$ cat config.mk
export PLATFORM = sky130hd
export DESIGN_NAME = psb_bridge_pwm
export DESIGN_NICKNAME = d
export VERILOG_FILES = /design/src/rtl/psb_pkg.sv /design/src/rtl/psb_dead_time.sv /design/src/rtl/psb_bridge_pwm.sv
export SDC_FILE = /design/constraint.sdc
export NUM_CORES = 2
export LEC_CHECK = 0
export BUFFER_PORTS_ARGS = -buffer_cell sky130_fd_sc_hd__buf_2
export CAP_MARGIN = 0
export CORE_ASPECT_RATIO = 1.25
export CORE_MARGIN = 2
export CORE_UTILIZATION = 49
export DETAILED_ROUTE_END_ITERATION = 7
export PLACE_DENSITY_LB_ADDON = 0.08
export SYNTH_ARGS = -nofsm -noshare
export SYNTH_HDL_FRONTEND = slang
export SYNTH_SLANG_ARGS = --single-unit
$ cat constraint.sdc
create_clock -name CLOCK -period 194.3 [get_ports CLOCK]
set_clock_uncertainty 0.15 [all_clocks]
set_input_delay 38.86 -clock CLOCK [delete_from_list [all_inputs] [get_ports CLOCK]]
set_output_delay 38.86 -clock CLOCK [all_outputs]
set_load 0.01 [all_outputs]
$ cat src/rtl/psb_pkg.sv
package psb_pkg;
  // bus geometry
  localparam int ADDR_W = 8;
  localparam int DATA_W = 32;
  // analog levels are carried as millivolt codes
  localparam int MV_W   = 13;

  // register byte addresses
  localparam logic [7:0] ADDR_CTRL     = 8'h00;
  localparam logic [7:0] ADDR_PERIOD   = 8'h04;
  localparam logic [7:0] ADDR_DEL_AB   = 8'h08;
  localparam logic [7:0] ADDR_DEL_CD   = 8'h0c;
  localparam logic [7:0] ADDR_SS_DIV   = 8'h10;
  localparam logic [7:0] ADDR_STATUS   = 8'h14;
  localparam logic [7:0] ADDR_SS_LEVEL = 8'h18;

  // control field positions and modes
  localparam int CTRL_W          = 5;
  localparam int CTRL_MODE_LSB   = 0;
  localparam int CTRL_AB_DEFEAT  = 2;
  localparam int CTRL_CD_DEFEAT  = 3;
  localparam int CTRL_SYNC_SLAVE = 4;
  localparam logic [1:0] MODE_VOLTAGE = 2'h0;
  localparam logic [1:0] MODE_AVERAGE = 2'h1;
  localparam logic [1:0] MODE_PEAK    = 2'h2;

  // values after reset
  localparam logic [4:0]  CTRL_RST   = 5'h00;
  localparam logic [15:0] PERIOD_RST = 16'h0064;
  localparam logic [15:0] DEL_RST    = 16'h2710;
  localparam logic [15:0] SS_DIV_RST = 16'h0028;

  // dead time: 25e-12 s*ohm/V is 25 ns per ohm/mV, plus a fixed part
  localparam int CLK_PERIOD_NS = 25;
  localparam int DEL_NS_OHM_MV = 25;
  localparam int DEL_FIXED_NS  = 25;

  // thresholds in millivolts
  localparam logic [12:0] NOLOAD_OFF_MV = 13'h1f4;
  localparam logic [12:0] NOLOAD_ON_MV  = 13'h258;
  localparam logic [12:0] SS_LOW_MV     = 13'h1f4;
  localparam logic [12:0] REF_LOW_MV    = 13'hfa0;
  localparam logic [12:0] CS_PEAK_MV    = 13'h7d0;
  localparam logic [12:0] CS_OC_MV      = 13'h9c4;
  localparam logic [12:0] CT_PEAK_MV    = 13'h92e;
  localparam logic [12:0] VDEL_MIN_MV   = 13'h1f4;
  localparam logic [12:0] VDEL_MAX_MV   = 13'h7d0;
  localparam logic [12:0] SS_MAX_MV     = 13'h1388;
  // soft-start sources one unit, soft-stop sinks ten units
  localparam logic [12:0] SS_SRC_STEP   = 13'h001;
  localparam logic [12:0] SS_SINK_STEP  = 13'h00a;

  typedef enum logic [4:0] {
    ST_SUPPLY_UNDERVOLTAGE_LOCKOUT = 5'b00001,
    ST_DIS  = 5'b00010,
    ST_SS   = 5'b00100,
    ST_RUN  = 5'b01000,
    ST_STOP = 5'b10000
  } psb_state_e;
endpackage

$ cat src/rtl/psb_dead_time.sv
`timescale 1ns/100ps
`default_nettype none
module psb_dead_time #(
  parameter int CNT_W = 16
) (
  input  wire logic             clk,
  input  wire logic             rst,
  input  wire logic             en,
  input  wire logic             phase,
  input  wire logic [CNT_W-1:0] dead_cyc,
  output var  logic             out_hi,
  output var  logic             out_lo
);
  logic             applied_reg;
  logic [CNT_W-1:0] cnt_reg;

  // a phase change opens a gap of dead_cyc cycles with both legs low
  wire logic moved  = (phase != applied_reg);
  wire logic no_gap = (dead_cyc == {CNT_W{1'b0}});

  // enable loss drops both legs on the next edge, no cycle boundary wait
  always_ff @(posedge clk or posedge rst) begin
    if (rst) begin
      applied_reg <= 1'b0;
      cnt_reg     <= {CNT_W{1'b0}};
      out_hi      <= 1'b0;
      out_lo      <= 1'b0;
    end else if (!en) begin
      applied_reg <= phase;
      cnt_reg     <= {CNT_W{1'b0}};
      out_hi      <= 1'b0;
      out_lo      <= 1'b0;
    end else if (moved) begin
      applied_reg <= phase;
      cnt_reg     <= no_gap ? {CNT_W{1'b0}} : dead_cyc - 1'b1;
      out_hi      <= no_gap & phase;
      out_lo      <= no_gap & ~phase;
    end else if (cnt_reg != {CNT_W{1'b0}}) begin
      cnt_reg <= cnt_reg - 1'b1;
    end else begin
      out_hi <= applied_reg;
      out_lo <= ~applied_reg;
    end
  end
endmodule
`default_nettype wire

$ cat src/rtl/psb_bridge_pwm.sv
// The address-and-strobe port and the register offsets are this design's own decisions.
`timescale 1ns/100ps
`default_nettype none
module psb_bridge_pwm #(
  parameter int CNT_W = 16
) (
  input  wire logic                       CLOCK,
  input  wire logic                       SYS_RST,
  input  wire logic [psb_pkg::ADDR_W-1:0] ADDR,
  input  wire logic [psb_pkg::DATA_W-1:0] WDATA,
  input  wire logic                       WR_STB,
  input  wire logic                       RD_STB,
  output var  logic [psb_pkg::DATA_W-1:0] RDATA,
  input  wire logic [psb_pkg::MV_W-1:0]   ERROR_AMP_OUTPUT_MV,
  input  wire logic [psb_pkg::MV_W-1:0]   RAMP_INPUT_MV,
  input  wire logic [psb_pkg::MV_W-1:0]   CURRENT_SENSE_MV,
  input  wire logic [psb_pkg::MV_W-1:0]   ADAPTIVE_DELAY_LEVEL_MV,
  input  wire logic [psb_pkg::MV_W-1:0]   REFERENCE_MV,
  input  wire logic                       SOFTSTART_DISABLE_PIN_FORCED_LOW,
  input  wire logic                       SUPPLY_UNDERVOLTAGE_LOCKOUT,
  input  wire logic                       SYNC_IN,
  output var  logic                       SYNC_OUT,
  output var  logic                       SYNC_OE,
  output var  logic                       BRIDGE_LEG1_HIGH,
  output var  logic                       BRIDGE_LEG1_LOW,
  output var  logic                       BRIDGE_LEG2_HIGH,
  output var  logic                       BRIDGE_LEG2_LOW,
  output var  logic                       REFERENCE_ENABLE,
  output var  logic                       LOW_SUPPLY_CURRENT_MODE,
  output var  logic                       SOFTSTART_DISABLE_PIN_DISCHARGE,
  output var  logic                       SOFTSTART_DISABLE_PIN_SOURCE,
  output var  logic                       SOFTSTART_DISABLE_PIN_SINK
);
  import psb_pkg::*;

  // software state
  logic [CTRL_W-1:0] ctrl_reg;
  logic [15:0]       period_reg;
  logic [15:0]       del_ab_reg;
  logic [15:0]       del_cd_reg;
  logic [15:0]       ss_div_reg;
  // oscillator and phase state
  logic [15:0]       ramp_reg;
  logic [15:0]       ramp_next;
  logic              sync_d_reg;
  logic              phase_ab_reg;
  logic              phase_cd_reg;
  logic              tripped_reg;
  logic              noload_reg;
  // soft-start sequencing
  psb_state_e        st_reg;
  psb_state_e        st_next;
  logic [MV_W-1:0]   ss_reg;
  logic [MV_W-1:0]   ss_next;
  logic [15:0]       ss_div_cnt_reg;

  // cycles = ceil((25*R/Vmv + 25) ns / clock period)
  function automatic logic [CNT_W-1:0] dead_cycles(input logic [15:0] r_ohm,
                                                   input logic [12:0] v_mv);
    logic [31:0] num;
    logic [31:0] den;
    num = 32'(r_ohm) * 32'(DEL_NS_OHM_MV) + 32'(DEL_FIXED_NS) * 32'(v_mv);
    den = 32'(v_mv) * 32'(CLK_PERIOD_NS);
    return CNT_W'((num + den - 32'h1) / den);
  endfunction

  // register decode
  wire logic wr_ctrl   = WR_STB && (ADDR == ADDR_CTRL);
  wire logic wr_period = WR_STB && (ADDR == ADDR_PERIOD);
  wire logic wr_del_ab = WR_STB && (ADDR == ADDR_DEL_AB);
  wire logic wr_del_cd = WR_STB && (ADDR == ADDR_DEL_CD);
  wire logic wr_ss_div = WR_STB && (ADDR == ADDR_SS_DIV);

  wire logic [1:0] mode     = ctrl_reg[CTRL_MODE_LSB +: 2];
  wire logic       slave    = ctrl_reg[CTRL_SYNC_SLAVE];
  wire logic       peak_md  = (mode == MODE_PEAK);

  // control registers; a period of zero would stall the ramp, so keep >= 1
  always_ff @(posedge CLOCK or posedge SYS_RST) begin
    if (SYS_RST) begin
      ctrl_reg   <= CTRL_RST;
      period_reg <= PERIOD_RST;
      del_ab_reg <= DEL_RST;
      del_cd_reg <= DEL_RST;
      ss_div_reg <= SS_DIV_RST;
    end else begin
      if (wr_ctrl)   ctrl_reg   <= WDATA[CTRL_W-1:0];
      if (wr_period) period_reg <= (WDATA[15:0] == 16'h0) ? 16'h1 : WDATA[15:0];
      if (wr_del_ab) del_ab_reg <= WDATA[15:0];
      if (wr_del_cd) del_cd_reg <= WDATA[15:0];
      if (wr_ss_div) ss_div_reg <= WDATA[15:0];
    end
  end

  // fault and threshold detection, all combinational so shutdown is fast
  wire logic ref_low   = (REFERENCE_MV < REF_LOW_MV);
  wire logic supply_undervoltage_lockout      = SUPPLY_UNDERVOLTAGE_LOCKOUT;
  wire logic forced    = SOFTSTART_DISABLE_PIN_FORCED_LOW;
  wire logic hard_flt  = supply_undervoltage_lockout || ref_low || forced;
  wire logic overcur   = (CURRENT_SENSE_MV >= CS_OC_MV);

  // error amp can never exceed the soft-start pin level
  wire logic [MV_W-1:0] ea_eff =
    (ERROR_AMP_OUTPUT_MV < ss_reg) ? ERROR_AMP_OUTPUT_MV : ss_reg;

  // oscillator: ramp counter, terminal count gives one clock pulse
  wire logic tc        = (ramp_reg >= period_reg - 16'h1);
  wire logic sync_rise = SYNC_IN && !sync_d_reg;
  wire logic osc_pulse = slave ? sync_rise : tc;

  // external sync is level-sensitive: ramp held discharged while high
  always_comb begin
    if (slave && SYNC_IN) begin
      ramp_next = 16'h0;
    end else if (tc) begin
      ramp_next = slave ? ramp_reg : 16'h0;
    end else begin
      ramp_next = ramp_reg + 16'h1;
    end
  end

  always_ff @(posedge CLOCK or posedge SYS_RST) begin
    if (SYS_RST) begin
      ramp_reg   <= 16'h0;
      sync_d_reg <= 1'b0;
    end else begin
      ramp_reg   <= ramp_next;
      sync_d_reg <= SYNC_IN;
    end
  end

  // internal clock drives the sync pin when free-running
  always_ff @(posedge CLOCK or posedge SYS_RST) begin
    if (SYS_RST) begin
      SYNC_OUT <= 1'b0;
      SYNC_OE  <= 1'b0;
    end else begin
      SYNC_OUT <= !slave && tc;
      SYNC_OE  <= !slave;
    end
  end

  // timing-capacitor sawtooth scaled to its peak, compared by cross products
  wire logic [31:0] ct_scaled = 32'(ramp_reg) * 32'(CT_PEAK_MV);
  wire logic [31:0] ea_scaled = 32'(ea_eff) * 32'(period_reg);
  wire logic ct_cross   = (ct_scaled >= ea_scaled);
  wire logic ramp_cross = (RAMP_INPUT_MV >= ea_eff);
  wire logic cs_limit   = (CURRENT_SENSE_MV >= CS_PEAK_MV);
  wire logic pwm_trip   = peak_md ? (ramp_cross || cs_limit) : ct_cross;

  // leg 2 flips once per oscillator cycle: at the trip, or at cycle end
  // if the ramp never crossed; a moving trip point stretches its duty
  wire logic cd_toggle  = !tripped_reg && (pwm_trip || osc_pulse);

  always_ff @(posedge CLOCK or posedge SYS_RST) begin
    if (SYS_RST) begin
      phase_ab_reg <= 1'b0;
      phase_cd_reg <= 1'b0;
      tripped_reg  <= 1'b0;
    end else begin
      if (osc_pulse) phase_ab_reg <= !phase_ab_reg;
      if (cd_toggle) phase_cd_reg <= !phase_cd_reg;
      tripped_reg <= osc_pulse ? 1'b0 : (tripped_reg || cd_toggle);
    end
  end

  // no-load comparator with hysteresis
  always_ff @(posedge CLOCK or posedge SYS_RST) begin
    if (SYS_RST) begin
      noload_reg <= 1'b1;
    end else if (ea_eff < NOLOAD_OFF_MV) begin
      noload_reg <= 1'b1;
    end else if (ea_eff > NOLOAD_ON_MV) begin
      noload_reg <= 1'b0;
    end
  end

  // adaptive delay voltage: 0.5 V + 0.75*(cs - ads), 0.5 V to 2 V
  wire logic [14:0] cs_ads = (CURRENT_SENSE_MV > ADAPTIVE_DELAY_LEVEL_MV) ?
    15'(CURRENT_SENSE_MV - ADAPTIVE_DELAY_LEVEL_MV) : 15'h0;
  wire logic [14:0] vdel_raw = 15'(VDEL_MIN_MV) + 15'((cs_ads * 15'h3) >> 2);
  wire logic [12:0] vdel_mv  =
    (vdel_raw > 15'(VDEL_MAX_MV)) ? VDEL_MAX_MV : vdel_raw[12:0];

  // a defeated pair switches with no gap at all
  wire logic [CNT_W-1:0] dead_ab = ctrl_reg[CTRL_AB_DEFEAT] ?
    {CNT_W{1'b0}} : dead_cycles(del_ab_reg, vdel_mv);
  wire logic [CNT_W-1:0] dead_cd = ctrl_reg[CTRL_CD_DEFEAT] ?
    {CNT_W{1'b0}} : dead_cycles(del_cd_reg, vdel_mv);

  // output gate: faults kill it in the same cycle they appear
  wire logic running = (st_reg == ST_SS) || (st_reg == ST_RUN);
  wire logic out_en  = running && !noload_reg && !hard_flt && !overcur;

  // sequencing: undervoltage first, then disables, then soft-start cycle
  always_comb begin
    st_next = st_reg;
    if (supply_undervoltage_lockout) begin
      st_next = ST_SUPPLY_UNDERVOLTAGE_LOCKOUT;
    end else if (ref_low || forced) begin
      st_next = ST_DIS;
    end else begin
      case (st_reg)
        ST_SUPPLY_UNDERVOLTAGE_LOCKOUT: st_next = ST_SS;
        ST_DIS:  st_next = ST_SS;
        ST_SS: begin
          if (overcur) begin
            st_next = ST_STOP;
          end else if (ss_reg >= SS_MAX_MV) begin
            st_next = ST_RUN;
          end
        end
        ST_RUN: begin
          if (overcur) begin
            st_next = ST_STOP;
          end
        end
        ST_STOP: begin
          if (ss_reg < SS_LOW_MV) begin
            st_next = ST_SS;
          end
        end
        default: st_next = ST_SUPPLY_UNDERVOLTAGE_LOCKOUT;
      endcase
    end
  end

  // slope divider: one enable pulse per ss_div_reg+1 clocks
  wire logic ss_tick = (ss_div_cnt_reg >= ss_div_reg);

  // soft-start pin level as a digital ramp; discharged in any disable
  always_comb begin
    ss_next = ss_reg;
    case (st_next)
      ST_SS: begin
        if (ss_tick) begin
          ss_next = (ss_reg >= SS_MAX_MV) ? SS_MAX_MV : ss_reg + SS_SRC_STEP;
        end
      end
      ST_STOP: begin
        if (ss_tick) begin
          ss_next = (ss_reg > SS_SINK_STEP) ? ss_reg - SS_SINK_STEP : {MV_W{1'b0}};
        end
      end
      ST_RUN:  ss_next = ss_reg;
      default: ss_next = {MV_W{1'b0}};
    endcase
  end

  always_ff @(posedge CLOCK or posedge SYS_RST) begin
    if (SYS_RST) begin
      st_reg         <= ST_SUPPLY_UNDERVOLTAGE_LOCKOUT;
      ss_reg         <= {MV_W{1'b0}};
      ss_div_cnt_reg <= 16'h0;
    end else begin
      st_reg         <= st_next;
      ss_reg         <= ss_next;
      ss_div_cnt_reg <= ss_tick ? 16'h0 : ss_div_cnt_reg + 16'h1;
    end
  end

  // pin current controls are decoded from the next state and the fault inputs, so they move with it
  always_ff @(posedge CLOCK or posedge SYS_RST) begin
    if (SYS_RST) begin
      REFERENCE_ENABLE                <= 1'b0;
      LOW_SUPPLY_CURRENT_MODE         <= 1'b1;
      SOFTSTART_DISABLE_PIN_DISCHARGE <= 1'b1;
      SOFTSTART_DISABLE_PIN_SOURCE    <= 1'b0;
      SOFTSTART_DISABLE_PIN_SINK      <= 1'b0;
    end else begin
      REFERENCE_ENABLE                <= (st_next != ST_SUPPLY_UNDERVOLTAGE_LOCKOUT);
      LOW_SUPPLY_CURRENT_MODE         <= (st_next == ST_SUPPLY_UNDERVOLTAGE_LOCKOUT);
      SOFTSTART_DISABLE_PIN_DISCHARGE <= supply_undervoltage_lockout || ref_low;
      SOFTSTART_DISABLE_PIN_SOURCE    <= (st_next == ST_SS) ||
                                         (st_next == ST_DIS && !ref_low);
      SOFTSTART_DISABLE_PIN_SINK      <= (st_next == ST_STOP);
    end
  end

  // dead-time generators, one per bridge leg
  psb_dead_time #(
    .CNT_W (CNT_W)
  ) u_leg1 (
    .clk      (CLOCK),
    .rst      (SYS_RST),
    .en       (out_en),
    .phase    (phase_ab_reg),
    .dead_cyc (dead_ab),
    .out_hi   (BRIDGE_LEG1_HIGH),
    .out_lo   (BRIDGE_LEG1_LOW)
  );

  psb_dead_time #(
    .CNT_W (CNT_W)
  ) u_leg2 (
    .clk      (CLOCK),
    .rst      (SYS_RST),
    .en       (out_en),
    .phase    (phase_cd_reg),
    .dead_cyc (dead_cd),
    .out_hi   (BRIDGE_LEG2_HIGH),
    .out_lo   (BRIDGE_LEG2_LOW)
  );

  // read mux; unmapped addresses read zero
  wire logic [31:0] status_word = {20'h0, BRIDGE_LEG2_LOW, BRIDGE_LEG2_HIGH,
    BRIDGE_LEG1_LOW, BRIDGE_LEG1_HIGH, phase_cd_reg, phase_ab_reg,
    noload_reg, st_reg};
  wire logic [31:0] rd_mux =
    (ADDR == ADDR_CTRL)     ? 32'(ctrl_reg)   :
    (ADDR == ADDR_PERIOD)   ? 32'(period_reg) :
    (ADDR == ADDR_DEL_AB)   ? 32'(del_ab_reg) :
    (ADDR == ADDR_DEL_CD)   ? 32'(del_cd_reg) :
    (ADDR == ADDR_SS_DIV)   ? 32'(ss_div_reg) :
    (ADDR == ADDR_STATUS)   ? status_word     :
    (ADDR == ADDR_SS_LEVEL) ? 32'(ss_reg)     : 32'h0;

  // read data stands only in the cycle after the strobe
  always_ff @(posedge CLOCK or posedge SYS_RST) begin
    if (SYS_RST) begin
      RDATA <= 32'h0;
    end else begin
      RDATA <= RD_STB ? rd_mux : 32'h0;
    end
  end
endmodule
`default_nettype wire

==> impl_metrics.toml <==
[timing]
rsz0062_at_grt = "false"
finalHoldViolCount = 0
fin_crit_ns = 170.71
tightest_slew_ns = 1.25
max_slew_margin_pct = 16.2
hold_ws_ns = 0.363
min_period_over_period_pct = 87.9
max_freq_mhz = 5.86
finalMaxSlewViolations = 0
tns_ns = 0
setup_viol = 0

[clock_tree]
cts_max_level = 4
cts_setup_buffers = 0
cts_buffer_depth = 2
hold_buffers = 0
root_buffer = "clkbuf_16"
postCtsResizedCells = 0
cts_tree = "built"
cts_buffers = 17
cts_sinks = 185
clock_latency_ns = 0.50
clk_pin_slew_ns = 0.09

[synthesis]
syn_inst = 9850
synth-compound-area-share_pct = 26.2
synthAdderAreaFrac_pct = 29.3
synth_simple_gate_area_share_pct = 22.3
synth_top_area_cell = "ha_1"
synth_seq_cells = 185
synth.avg_cell_area_sq_um = 7.53
yosys-mux-area-fraction_pct = 4.83
synth_top_family_by_area = "adder cells"
yosysWarningCount = 0
synth_edf_count = 0
yosysTopAreaCellShare_pct = 22.0
synthFlopType = "dfrtp_1"
yosysUniqueCellTypes = 149
synth_xor_area_share_pct = 5.57
yosysSeqAreaShare_pct = 6.28
synth_area_leaders = "ha_1 22%, fa_1 7.3%, dfrtp_1 5.6%, o21a_1 5.5%, nand2_1 4.3%"
async_flop_share_pct = 100
netlist_area_sq_um = 74100

[grt]
grt_pass1_vias = 71500
grt_start_max_net_pins = 73
grt_overflow = 0
track_usage_pct = 29.3
met3_usage_pct = 2.22
grtUsageMet1_pct = 35.3
grt_pass1_wl_um = 372000
antenna_found_initial = 16
grt.met2_usage_pct = 54.0
busiest_layer = "met2"

[floorplan]
die-area_sq_um = 154000
coreArea_sq_um = 150000
dieHeight_um = 439
ios = 155
num_rows = 159
die_w_um = 352
start_util_pct = 49.4

[setup_path]
path_common_cell = "o21a_1"
crit_arrival_ns = 170.94
end_kind = "flip-flop"
crit_path_max_incr_delay_ns = 1.02
cp_max_fo = 37
r2r_slack_ns = 69.11
crit_type = "in -> reg"
cp.required_ns = 194.53
start_kind = "input port"
slowest_stage = "a211oi_1"

[routing]
drt_iter0_markers = 4194
dr_total_vias = 72700
drc = 0
wire_per_inst_um = 19.5
wirelength_um = 231000
drtAntennaViolNets = 0
vias_per_cell = 6.13
firstDrtPassIters = 6

[final_layout]
drive_gt1_share_pct = 8.29
fill_cells = 14800
fin_util_pct = 51.8
ff_latch_area_sq_um = 4650
nets = 11500
postLayoutCellArea_sq_um = 77800
multi_input_area_sq_um = 65600
syn_to_final_growth_pct = 4.90

[hold_path]
worst_hold_path_type = "reg -> reg"

[place]
place_area_sq_um = 77100
post-dp-hpwl_um = 187000
gp_congestion = 0.917
port_buffers = 117

[flow_run]
maxCapViolations = 0

[outcome]
status = "completed"
final cells by class:
class                      count  area share (%)
multi-input combinational   8641            84.4
sequential                   185            5.98
inverter                     730            3.54
tap                         2012            3.24
timing repair buffer         245            1.99
clock buffer                  17           0.547
clock inverter                15           0.301
antenna                        4          0.0129
cell usage after synthesis, types with 54 or more instances:
| cell type | n |
|---|---|
| a211oi_1 | 54 |
| a21o_1 | 215 |
| a21oi_1 | 590 |
| a31oi_1 | 75 |
| and2_1 | 98 |
| and3_1 | 78 |
| clkbuf_1 | 225 |
| dfrtp_1 | 166 |
| fa_1 | 271 |
| ha_1 | 1301 |
| inv_1 | 724 |
| mux2_2 | 243 |
| mux2i_1 | 70 |
| nand2_1 | 844 |
| nand2b_1 | 131 |
| nand3_1 | 160 |
| nand4_1 | 95 |
| nor2_1 | 837 |
| nor2b_1 | 134 |
| nor3_1 | 622 |
| o211ai_1 | 64 |
| o21a_1 | 541 |
| o21ai_0 | 477 |
| o31ai_1 | 255 |
| or2_2 | 110 |
| or3_1 | 85 |
| xnor2_1 | 318 |
| xor2_1 | 136 |
final timing paths:
kind / start / to / depth (start not counted)
worst max-delay path: CURRENT_SENSE_MV[0] / u_leg2.cnt_reg[14] / 576
worst min-delay path: period_reg[3] / period_reg[3] / 1
worst max register to register: del_cd_reg[0] / u_leg2.cnt_reg[14] / 544
worst min register to register: period_reg[3] / period_reg[3] / 1
max in group asynchronous: SYS_RST / RDATA[12] / 3
min in group asynchronous: SYS_RST / u_leg2.cnt_reg[11] / 2
logic make-up after synthesis:
logic type      after synthesis
compound gates             2857
xor+xnor                    463
fa+ha+maj                  1574
buf+inv                    1045
flops                       185
mux                         323
other cells                   2
simple gates               3401
metrics by stage:
step | setup slack (ns) | cells
after global routing | 13.41 | 11800
final | 23.59 | 11800
after CTS | 24.90 | 11800
after detailed placement | 24.98 | 11800
after global placement | 26.67 | 11800
after floorplan | 34.42 | 9871
layout by cell type, fill, tap and decap left out, types with 110 or more instances in the layout:
cell type / synthesis / final
fa_1: 271 / 270
nor2b_1: 134 / 134
o21a_1: 541 / 541
nor2_1: 837 / 834
nand2_1: 844 / 844
or2_2: 110 / 110
xnor2_1: 318 / 316
ha_1: 1301 / 1301
o31ai_1: 255 / 253
a21o_1: 215 / 215
o21ai_0: 477 / 474
inv_1: 724 / 716
dfrtp_1: 166 / 166
a21oi_1: 590 / 589
buf_2: 23 / 117
buf_4: 30 / 128
xor2_1: 136 / 133
nand2b_1: 131 / 131
nor3_1: 622 / 619
nand3_1: 160 / 160
mux2_2: 243 / 243
worst max-delay path, delay by kind of cell:
family / cells / cell delay, ns
AOI/OAI and AO/OA: 404 / 88.59
and+or+nand+nor: 98 / 23.19
adders and majority gates: 41 / 12.84
buffers and inverters: 25 / 5.07
muxes: 6 / 1.36
xor gates and xnor gates: 2 / 0.53
layer usage:
layer  wire length [um]  up-vias
li1                   -    35900
met1              99000    34800
met2             115000     1519
met3               8620      394
met4               8530       16
met5                106        -
Power is not shown: default switching activity piles up to over one toggle a cycle in this logic, so the estimate is an artifact.
